--- src/hw/uart_irq_baud_defines.svh ---
`ifndef UART_IRQ_BAUD_DEFINES_SVH
`define UART_IRQ_BAUD_DEFINES_SVH
// register byte offsets
`define OFS_RX_TX          12'h000
`define OFS_INT_ENABLE     12'h004
`define OFS_INT_ID         12'h008
`define OFS_FIFO_CONTROL   12'h00c
`define OFS_LINE_STATUS    12'h010
`define OFS_HANDSHAKE_CTRL 12'h014
`define OFS_HANDSHAKE_STAT 12'h018
`define OFS_SCRATCH        12'h01c
`define OFS_DIVISOR_LOW    12'h020
`define OFS_DIVISOR_HIGH   12'h024
`define OFS_CLOCK_CONFIG   12'h028
// identification codes, bits 3..0
`define IID_NONE           4'h1
`define IID_LINE_STATUS    4'h6
`define IID_RX_READY       4'h4
`define IID_TIMEOUT        4'hc
`define IID_TX_EMPTY       4'h2
`define IID_HANDSHAKE      4'h0
// field positions
`define HCR_IRQ_OUT_EN     3
`define UFR_FIFO_EN        0
// reset values
`define RST_BYTE           8'h00
// timeout length in character times
`define TIMEOUT_CHARS      4
// bit times per character (start, 8 data, parity, 2 stop) times 16
`define CHAR_TICKS         10'd192
// pre-divider: 13 and 13/8 (=1.625) realised as fractional step
`define PREDIV_13_STEP     8'd8
`define PREDIV_13_MOD      8'd104
`define PREDIV_1625_STEP   8'd8
`define PREDIV_1625_MOD    8'd13
`endif

--- src/hw/uart_irq_baud_pkg.sv ---
package uart_irq_baud_pkg;
    typedef enum logic [1:0] {
        PREDIV_13,
        PREDIV_1625,
        PREDIV_1
    } prediv_t;
    typedef enum logic [2:0] {
        SRC_NONE,
        SRC_LINE,
        SRC_RX,
        SRC_TIMEOUT,
        SRC_TX,
        SRC_HS
    } irq_src_t;
endpackage

--- src/hw/uart_irq_baud.sv ---
`timescale 1ns/1ps
`default_nettype none
`include "uart_irq_baud_defines.svh"

module uart_irq_baud
    import uart_irq_baud_pkg::*;
(
    // clock and reset
    input  wire logic        aclk,
    input  wire logic        aresetn,
    // 24 mhz reference as one-cycle enable
    input  wire logic        ref_tick,
    // axi4-lite write address
    input  wire logic [11:0] awaddr,
    input  wire logic        awvalid,
    output logic             awready,
    // axi4-lite write data
    input  wire logic [31:0] wdata,
    input  wire logic [3:0]  wstrb,
    input  wire logic        wvalid,
    output logic             wready,
    // axi4-lite write response
    output logic [1:0]       bresp,
    output logic             bvalid,
    input  wire logic        bready,
    // axi4-lite read address
    input  wire logic [11:0] araddr,
    input  wire logic        arvalid,
    output logic             arready,
    // axi4-lite read data
    output logic [31:0]      rdata,
    output logic [1:0]       rresp,
    output logic             rvalid,
    input  wire logic        rready,
    // receive and transmit datapath status
    input  wire logic        rx_data_ready,
    input  wire logic        rx_trigger_reached,
    input  wire logic        rx_char_done,
    input  wire logic        tx_empty_event,
    input  wire logic        overrun_event,
    input  wire logic        parity_error_event,
    input  wire logic        missing_stop_event,
    input  wire logic        silent_break_event,
    input  wire logic [3:0]  hs_change_event,
    input  wire logic [3:0]  hs_level,
    // strobes to datapath
    output logic             rx_read_pulse,
    output logic             tx_write_pulse,
    output logic [7:0]       tx_write_data,
    input  wire logic [7:0]  rx_buffer_data,
    // baud output and interrupt pin
    output logic             baud16_tick,
    output logic             irq_out,
    output logic             irq_oe_n
);
    import uart_irq_baud_pkg::*;

    typedef struct packed {
        logic        aw_hold;
        logic [11:0] aw_addr;
        logic        w_hold;
        logic [31:0] w_data;
        logic [3:0]  w_strb;
        logic        bvalid;
        logic        rvalid;
        logic [31:0] rdata;
        logic [1:0]  rresp;
        logic [1:0]  bresp;
        logic [3:0]  ien;
        logic [7:0]  fifo_ctrl;
        logic [4:0]  hs_ctrl;
        logic [7:0]  scratch;
        logic [7:0]  div_lo;
        logic [7:0]  div_hi;
        logic [2:0]  clk_cfg;
        logic [3:0]  line_flags;
        logic [3:0]  hs_flags;
        logic        tx_empty;
        logic        timeout;
        logic [9:0]  tick_cnt;
        logic [2:0]  char_cnt;
        logic [7:0]  pre_acc;
        logic [15:0] div_cnt;
        logic        baud;
        logic        rx_rd;
        logic        tx_wr;
        logic [7:0]  tx_data;
    } state_t;

    state_t q;
    state_t d;

    logic        wr_go;
    logic        rd_go;
    logic [11:0] wa;
    logic [7:0]  wb;
    logic        fifo_mode;
    irq_src_t    src;
    logic [3:0]  iid;
    logic        pre_tick;
    logic [7:0]  step;
    logic [7:0]  modv;
    logic [8:0]  acc_sum;
    logic [15:0] divisor;

    function automatic logic hit(input logic [11:0] a, input logic [11:0] ofs);
        hit = (a[11:2] == ofs[11:2]);
    endfunction

    assign fifo_mode = q.fifo_ctrl[`UFR_FIFO_EN];
    assign divisor   = {q.div_hi, q.div_lo};

    // priority encode the enabled pending sources
    always_comb begin
        src = SRC_NONE;
        iid = `IID_NONE;
        if (q.ien[2] && |q.line_flags) begin
            src = SRC_LINE;
            iid = `IID_LINE_STATUS;
        end else if (q.ien[0] && fifo_mode && q.timeout) begin
            src = SRC_TIMEOUT;
            iid = `IID_TIMEOUT;
        end else if (q.ien[0] && (fifo_mode ? rx_trigger_reached : rx_data_ready)) begin
            src = SRC_RX;
            iid = `IID_RX_READY;
        end else if (q.ien[1] && q.tx_empty) begin
            src = SRC_TX;
            iid = `IID_TX_EMPTY;
        end else if (q.ien[3] && |q.hs_flags) begin
            src = SRC_HS;
            iid = `IID_HANDSHAKE;
        end
    end

    // pre-divider step selection
    always_comb begin
        case (prediv_t'(q.clk_cfg[1:0]))
            PREDIV_13: begin
                step = `PREDIV_13_STEP;
                modv = `PREDIV_13_MOD;
            end
            PREDIV_1625: begin
                step = `PREDIV_1625_STEP;
                modv = `PREDIV_1625_MOD;
            end
            default: begin
                step = 8'h01;
                modv = 8'h01;
            end
        endcase
    end

    assign acc_sum  = {1'b0, q.pre_acc} + {1'b0, step};
    assign pre_tick = ref_tick && (q.clk_cfg[2] || (acc_sum >= {1'b0, modv}));

    assign wr_go = q.aw_hold && q.w_hold && !q.bvalid;
    assign rd_go = arvalid && !q.rvalid;
    assign wa    = q.aw_addr;
    assign wb    = q.w_strb[0] ? q.w_data[7:0] : 8'h00;

    always_comb begin
        d = q;
        d.rx_rd = 1'b0;
        d.tx_wr = 1'b0;
        d.baud  = 1'b0;
        if (awvalid && !q.aw_hold) begin
            d.aw_hold = 1'b1;
            d.aw_addr = awaddr;
        end
        if (wvalid && !q.w_hold) begin
            d.w_hold = 1'b1;
            d.w_data = wdata;
            d.w_strb = wstrb;
        end
        if (q.bvalid && bready) begin
            d.bvalid = 1'b0;
        end
        if (q.rvalid && rready) begin
            d.rvalid = 1'b0;
        end
        // pre-divider accumulator advances on reference ticks and baud divider on pre-divider ticks, ahead of the access side effects
        if (ref_tick) begin
            d.pre_acc = q.clk_cfg[2] ? 8'h00 : (acc_sum >= {1'b0, modv}) ? acc_sum[7:0] - modv : acc_sum[7:0];
        end
        if (pre_tick) begin
            if (q.div_cnt <= 16'h0001) begin
                d.div_cnt = divisor;
                d.baud    = (divisor != 16'h0000);
            end else begin
                d.div_cnt = q.div_cnt - 16'h0001;
            end
        end
        // read side effects
        if (rd_go) begin
            d.rvalid = 1'b1;
            d.rresp  = 2'b00;
            d.rdata  = 32'h0000_0000;
            if (hit(araddr, `OFS_RX_TX)) begin
                d.rdata[7:0] = rx_buffer_data;
                d.rx_rd = 1'b1;
            end else if (hit(araddr, `OFS_INT_ENABLE)) begin
                d.rdata[7:0] = {4'h0, q.ien};
            end else if (hit(araddr, `OFS_INT_ID)) begin
                d.rdata[7:0] = {{2{fifo_mode}}, 2'b00, iid};
            end else if (hit(araddr, `OFS_FIFO_CONTROL)) begin
                d.rdata[7:0] = q.fifo_ctrl;
            end else if (hit(araddr, `OFS_LINE_STATUS)) begin
                d.rdata[7:0] = {3'b000, q.line_flags[3], q.line_flags[2], q.line_flags[1], q.line_flags[0],
                                rx_data_ready};
            end else if (hit(araddr, `OFS_HANDSHAKE_CTRL)) begin
                d.rdata[7:0] = {3'b000, q.hs_ctrl};
            end else if (hit(araddr, `OFS_HANDSHAKE_STAT)) begin
                d.rdata[7:0] = {hs_level, q.hs_flags};
            end else if (hit(araddr, `OFS_SCRATCH)) begin
                d.rdata[7:0] = q.scratch;
            end else if (hit(araddr, `OFS_DIVISOR_LOW)) begin
                d.rdata[7:0] = q.div_lo;
            end else if (hit(araddr, `OFS_DIVISOR_HIGH)) begin
                d.rdata[7:0] = q.div_hi;
            end else if (hit(araddr, `OFS_CLOCK_CONFIG)) begin
                d.rdata[7:0] = {5'b00000, q.clk_cfg};
            end else begin
                d.rresp = 2'b10;
            end
            if (hit(araddr, `OFS_LINE_STATUS)) begin
                d.line_flags = 4'h0;
            end
            if (hit(araddr, `OFS_HANDSHAKE_STAT)) begin
                d.hs_flags = 4'h0;
            end
            if (hit(araddr, `OFS_INT_ID) && src == SRC_TX) begin
                d.tx_empty = 1'b0;
            end
            if (hit(araddr, `OFS_RX_TX)) begin
                d.timeout  = 1'b0;
                d.tick_cnt = 10'd0;
                d.char_cnt = 3'd0;
            end
        end
        // write side effects
        if (wr_go) begin
            d.aw_hold = 1'b0;
            d.w_hold  = 1'b0;
            d.bvalid  = 1'b1;
            d.bresp   = 2'b00;
            if (hit(wa, `OFS_RX_TX)) begin
                d.tx_wr    = q.w_strb[0];
                d.tx_data  = q.w_data[7:0];
                d.tx_empty = 1'b0;
            end else if (hit(wa, `OFS_INT_ENABLE)) begin
                if (q.w_strb[0]) d.ien = wb[3:0];
            end else if (hit(wa, `OFS_FIFO_CONTROL)) begin
                if (q.w_strb[0]) d.fifo_ctrl = {wb[7:6], 2'b00, wb[3], 2'b00, wb[0]};
            end else if (hit(wa, `OFS_HANDSHAKE_CTRL)) begin
                if (q.w_strb[0]) d.hs_ctrl = wb[4:0];
            end else if (hit(wa, `OFS_SCRATCH)) begin
                if (q.w_strb[0]) d.scratch = wb;
            end else if (hit(wa, `OFS_DIVISOR_LOW)) begin
                if (q.w_strb[0]) d.div_lo = wb;
            end else if (hit(wa, `OFS_DIVISOR_HIGH)) begin
                if (q.w_strb[0]) d.div_hi = wb;
            end else if (hit(wa, `OFS_CLOCK_CONFIG)) begin
                if (q.w_strb[0]) d.clk_cfg = wb[2:0];
            end else if (!hit(wa, `OFS_INT_ID) && !hit(wa, `OFS_LINE_STATUS) && !hit(wa, `OFS_HANDSHAKE_STAT)) begin
                d.bresp = 2'b10;
            end
        end
        // idle time-out counting on 16x ticks while data waits
        // a receive read is an access, so it restarts the idle count
        if (!fifo_mode || !rx_data_ready || rx_char_done || (rd_go && hit(araddr, `OFS_RX_TX))) begin
            d.tick_cnt = 10'd0;
            d.char_cnt = 3'd0;
        end else if (q.baud && !q.timeout) begin
            if (q.tick_cnt == `CHAR_TICKS - 10'd1) begin
                d.tick_cnt = 10'd0;
                d.char_cnt = q.char_cnt + 3'd1;
                if (q.char_cnt == 3'(`TIMEOUT_CHARS - 1)) d.timeout = 1'b1;
            end else begin
                d.tick_cnt = q.tick_cnt + 10'd1;
            end
        end
        // hardware sets win over same-cycle clears
        d.line_flags = d.line_flags | {silent_break_event, missing_stop_event, parity_error_event, overrun_event};
        d.hs_flags   = d.hs_flags | hs_change_event;
        if (tx_empty_event) d.tx_empty = 1'b1;
    end

    always_ff @(posedge aclk) begin
        if (!aresetn) begin
            q <= '0;
        end else begin
            q <= d;
        end
    end

    assign awready        = !q.aw_hold;
    assign wready         = !q.w_hold;
    assign bvalid         = q.bvalid;
    assign bresp          = q.bresp;
    assign arready        = !q.rvalid;
    assign rvalid         = q.rvalid;
    assign rdata          = q.rdata;
    assign rresp          = q.rresp;
    assign rx_read_pulse  = q.rx_rd;
    assign tx_write_pulse = q.tx_wr;
    assign tx_write_data  = q.tx_data;
    assign baud16_tick    = q.baud;
    assign irq_out        = (src != SRC_NONE);
    assign irq_oe_n       = !q.hs_ctrl[`HCR_IRQ_OUT_EN];

    a_iid_upper_bits: assert property (@(posedge aclk) disable iff (!aresetn)
        rd_go && hit(araddr, `OFS_INT_ID) |=> rdata[7:6] == {2{$past(fifo_mode)}} && rdata[5:4] == 2'b00)
        else $error("identification upper bits wrong");
    a_ien_zero_top: assert property (@(posedge aclk) disable iff (!aresetn)
        rd_go && hit(araddr, `OFS_INT_ENABLE) |=> rdata[7:4] == 4'h0)
        else $error("enable upper bits not zero");
    a_line_read_clears: assert property (@(posedge aclk) disable iff (!aresetn)
        rd_go && hit(araddr, `OFS_LINE_STATUS) && !overrun_event && !parity_error_event
        && !missing_stop_event && !silent_break_event |=> q.line_flags == 4'h0)
        else $error("line flags not cleared");
    a_line_priority: assert property (@(posedge aclk) disable iff (!aresetn)
        q.ien[2] && |q.line_flags |-> iid == `IID_LINE_STATUS)
        else $error("line status not top priority");
    a_no_enable_quiet: assert property (@(posedge aclk) disable iff (!aresetn)
        q.ien == 4'h0 |-> !irq_out && iid == `IID_NONE)
        else $error("interrupt without enable");
    a_tx_write_clear: assert property (@(posedge aclk) disable iff (!aresetn)
        wr_go && hit(wa, `OFS_RX_TX) && !tx_empty_event |=> !q.tx_empty ##0 tx_write_pulse)
        else $error("tx empty not cleared");
    a_scratch_store: assert property (@(posedge aclk) disable iff (!aresetn)
        wr_go && hit(wa, `OFS_SCRATCH) && q.w_strb[0] |=> q.scratch == $past(q.w_data[7:0]))
        else $error("scratch not stored");
    a_timeout_fifo: assert property (@(posedge aclk) disable iff (!aresetn)
        iid == `IID_TIMEOUT |-> fifo_mode && q.ien[0])
        else $error("timeout outside fifo mode");
    a_irq_oe_gate: assert property (@(posedge aclk) disable iff (!aresetn)
        !q.hs_ctrl[`HCR_IRQ_OUT_EN] |-> irq_oe_n)
        else $error("irq pin driven while disabled");
    a_irq_oe_follow: assert property (@(posedge aclk) disable iff (!aresetn)
        wr_go && hit(wa, `OFS_HANDSHAKE_CTRL) && q.w_strb[0] |=> irq_oe_n == !$past(q.w_data[`HCR_IRQ_OUT_EN]))
        else $error("irq pin enable not following control");
    a_rx_read_clears: assert property (@(posedge aclk) disable iff (!aresetn)
        rd_go && hit(araddr, `OFS_RX_TX) |=> !q.timeout && rx_read_pulse)
        else $error("receive read did not clear time-out");
endmodule
`default_nettype wire

--- config.mk ---
export PLATFORM = sky130hd
export DESIGN_NAME = uart_irq_baud
export DESIGN_NICKNAME = d
export VERILOG_FILES = /design/src/hw/uart_irq_baud_pkg.sv /design/src/hw/uart_irq_baud.sv
export VERILOG_INCLUDE_DIRS = /design/src /design/src/hw
export SDC_FILE = /design/constraint.sdc
export NUM_CORES = 1
export LEC_CHECK = 0
export BUFFER_PORTS_ARGS = -buffer_cell sky130_fd_sc_hd__buf_2
export CORE_MARGIN = 5
export CORE_UTILIZATION = 23
export CTS_BUF_LIST = sky130_fd_sc_hd__clkbuf_16
export CTS_CLUSTER_DIAMETER = 30
export DETAILED_ROUTE_END_ITERATION = 12
export GPL_TIMING_DRIVEN = 0
export SLEW_MARGIN = 10
export SYNTH_ARGS = -nofsm -noshare
export SYNTH_HDL_FRONTEND = slang
export SYNTH_SLANG_ARGS = --single-unit
export TNS_END_PERCENT = 100
--- constraint.sdc ---
create_clock -name aclk -period 4.2 [get_ports aclk]
set_clock_uncertainty 0.15 [all_clocks]
set_input_delay 0.84 -clock aclk [delete_from_list [all_inputs] [get_ports aclk]]
set_output_delay 0.84 -clock aclk [all_outputs]
set_load 0.02 [all_outputs]
==> load_flow_metrics.sql <==
INSERT INTO impl_metrics (metric_group, metric, value, unit) VALUES
('floorplanning', 'floorplan.die.height', '187', 'µm'),
('critical_path', 'crit_path_max_fanout', '10', ''),
('yosys', 'synth-seq-area-share', '36.6', '%'),
('power', 'power.switching_fraction', '27.0', '%'),
('layout', 'fin_nets', '1117', ''),
('detailed_routing', 'drt-total-wl', '22.3', 'mm'),
('global_routing', 'grt_max_degree', '17', ''),
('clock_network', 'postCtsSetupRepairBufs', '0', ''),
('power', 'total_power', '0.00310', 'W'),
('power', 'p_seq_share', '41.7', '%'),
('clock_network', 'worstSkewPairLatency', '0.43', 'ns'),
('sta', 'period_needed', '3.71', 'ns'),
('power', 'worst_ir_drop_vdd', '0.287', 'mV'),
('sta', 'post-route-period-util', '88.4', '%'),
('critical_path', 'rr_worst_depth', '13', ''),
('critical_path', 'critical_path.reg2reg.endpoint', 'q[11]', ''),
('detailed_routing', 'routed_via_density', '4.80', ''),
('clock_network', 'cts-resized-gates', '0', ''),
('sta', 'rsz0062_at_grt', 'false', ''),
('detailed_routing', 'routed-via-count', '6816', ''),
('sta', 'setup_viol', '0', ''),
('layout', 'syn2layout_area_growth', '22.7', '%'),
('layout', 'antenna_cells_inserted', '0', ''),
('layout', 'regArea', '0.00262', 'mm²'),
('sta', 'fmaxAchievable', '0.269', 'GHz'),
('yosys', 'avgSynthCellArea', '8.15', 'µm²'),
('critical_path', 'cp-start-kind', 'flip-flop', ''),
('global_routing', 'grt-ovfl-total', '0', ''),
('clock_network', 'cts_htree_levels', '4', ''),
('yosys', 'synthDistinctLibCells', '78', ''),
('clock_network', 'clk_pin_slew', '0.06', 'ns'),
('critical_path', 'critPathCaptureType', 'flip-flop', ''),
('critical_path', 'crit_arrival', '3.90', 'ns'),
('yosys', 'ys_async_sr_fraction', '0', '%'),
('global_routing', 'antenna_violations_before_repair', '1', ''),
('power', 'power_switching', '0.000835', 'W'),
('critical_path', 'setup.worst_path.class', 'reg -> reg', ''),
('layout', 'fillers', '3329', ''),
('hold_path', 'holdPathEnd', 'wa[6]', ''),
('power', 'p_leak', '3.58', 'nW'),
('layout', 'post_route_cells_drive_above_1_share', '19.1', '%'),
('sta', 'fin_hold_ws', '0.307', 'ns'),
('critical_path', 'worst-endpoint-required', '4.39', 'ns'),
('yosys', 'synth.cell_area', '0.00717', 'mm²'),
('power', 'clock_power_share', '49.3', '%'),
('clock_network', 'cts_tree', 'done', ''),
('sta', 'tightestPinTransition', '1.00', 'ns'),
('run', 'max_cap_viol_count', '0', ''),
('clock_network', 'cts-root-to-sink-buffers', '2', ''),
('status', 'status', 'finished clean', ''),
('floorplanning', 'core_region_area', '0.0307', 'mm²'),
('hold_path', 'hold_path_class', 'reg -> reg', ''),
('floorplanning', 'die_area', '0.0348', 'mm²'),
('clock_network', 'root_buffer', 'clkbuf_16', ''),
('yosys', 'synth-main-ff-cell', 'dfxtp_1', ''),
('global_routing', 'gr-usage-all-layers', '12.4', '%'),
('floorplanning', 'floorplan.rows', '64', ''),
('placement', 'gp_routability_congestion', '0.924', ''),
('sta', 'setup_tns', '0', 'ns'),
('detailed_routing', 'drtIter0Drc', '585', ''),
('clock_network', 'cts_hold_buffers', '0', ''),
('power', 'power.share.combinational', '9.1', '%'),
('floorplanning', 'fp.dieW', '187', 'µm'),
('sta', 'max-slew-margin-rel', '32.4', '%'),
('clock_network', 'cts_num_sinks', '131', ''),
('hold_path', 'min_delay_path_depth', '2', ''),
('detailed_routing', 'postRouteAntennaNets', '0', ''),
('layout', 'mostFrequentLayoutCell', 'dfxtp_1', ''),
('floorplanning', 'io-pin-count', '146', ''),
('sta', 'hold_viol_final', '0', ''),
('yosys', 'yosys-top-cells-area', 'dfxtp_1 37%, mux2i_1 7.8%, a21oi_1 6.1%', '');
critical path, stage by stage, from the launching register on:
cell and delay, ns:
dfxtp_1 0.50, inv_1 0.12, ha_1 0.38, a41o_1 0.22, nand2_1 0.07, xnor2_1 0.19, ha_1 0.30, or2_2 0.30
a21o_1 0.21, o41ai_4 0.09, a41o_1 0.39, clkbuf_1 0.45, nand2_1 0.10, a31oi_1 0.15
cells by family (layout without fill, tap and decap cells):
| logic type | after synthesis | count (layout) | synth area share, % |
|---|---|---|---|
| adder cells (fa/ha/maj) | 14 | 14 | 2.44 |
| other | 1 | 26 | 0.0523 |
| flip-flops | 131 | 131 | 36.6 |
| AO/OA/AOI/OAI | 210 | 210 | 19.2 |
| buffers and inverters | 115 | 234 | 8.67 |
| multiplexers | 60 | 60 | 8.45 |
| XOR/XNOR | 12 | 12 | 1.47 |
| AND/OR/NAND/NOR | 337 | 337 | 23.2 |
power by group through the flow:
stage                     registers (W)  clock network [W]  logic (W)
after detailed placement        0.00132                  0   0.000279
after global placement          0.00132                  0   0.000277
after global routing            0.00129            0.00160   0.000307
final                           0.00129            0.00153   0.000281
after floorplan                 0.00131                  0   0.000186
after CTS                       0.00129            0.00154   0.000280
flip-flops by register name, indices dropped and copies added (netlist names), 8 cells and up:
register / flops
tx_write_data: 8
divisor: 16
wa: 10
rdata: 8
q: 81
stage by stage:
stage	cell area, µm²	setup slack, ns	util (%)	std cells
final	8790	0.487	28.7	1420
after CTS	8790	0.477	28.7	1420
after global placement	8190	0.525	26.7	1388
after floorplan	7260	1.11	-	905
after detailed placement	8190	0.525	26.7	1388
after global routing	8790	0.186	28.7	1420
cell type report:
class,count,area share [%]
repair buffers,87,4.95
well taps,396,5.64
flip-flops and latches,131,29.8
plain buffers,94,6.18
inverters,21,0.897
multi-input cells,659,45.7
clock buffers,17,4.84
clock inverters,15,1.98
routing by layer:
metal,wire length (µm),global-route usage [%],vias up
li1,-,-,3351
met1,10100,16.3,3205
met2,10600,20.6,223
met3,1250,2.62,35
met4,298,3.34,2
met5,7,0,-
cell usage after synthesis, drive strengths merged (4+ instances only):
master / number
nor3: 17
nor2b: 10
xnor2: 9
nand2b: 10
buf: 54
nor4: 13
nor3b: 6
nand4: 8
and2: 5
or3: 4
a21oi: 88
a21o: 4
dfxtp: 131
a22oi: 10
ha: 14
o31ai: 6
nand2: 107
inv: 21
a31oi: 12
nand3: 16
o21ai: 33
nand3b: 4
and3: 12
o211ai: 7
o32ai: 6
mux2i: 56
or4: 9
nor2: 105
clkbuf: 40
o22ai: 4
mux2: 4
worst max-delay path by stage:
stage	from	to	slack, ns	cells after the start
final	q[59]	q[11]	0.49	13
after global routing	q[59]	q[11]	0.19	13
after CTS	q[59]	q[26]	0.48	13
after detailed placement	q[59]	q[26]	0.52	13
after global placement	q[59]	q[11]	0.53	13
after floorplan	q[59]	q[26]	1.11	13
Power figures use the tool's default switching activity.
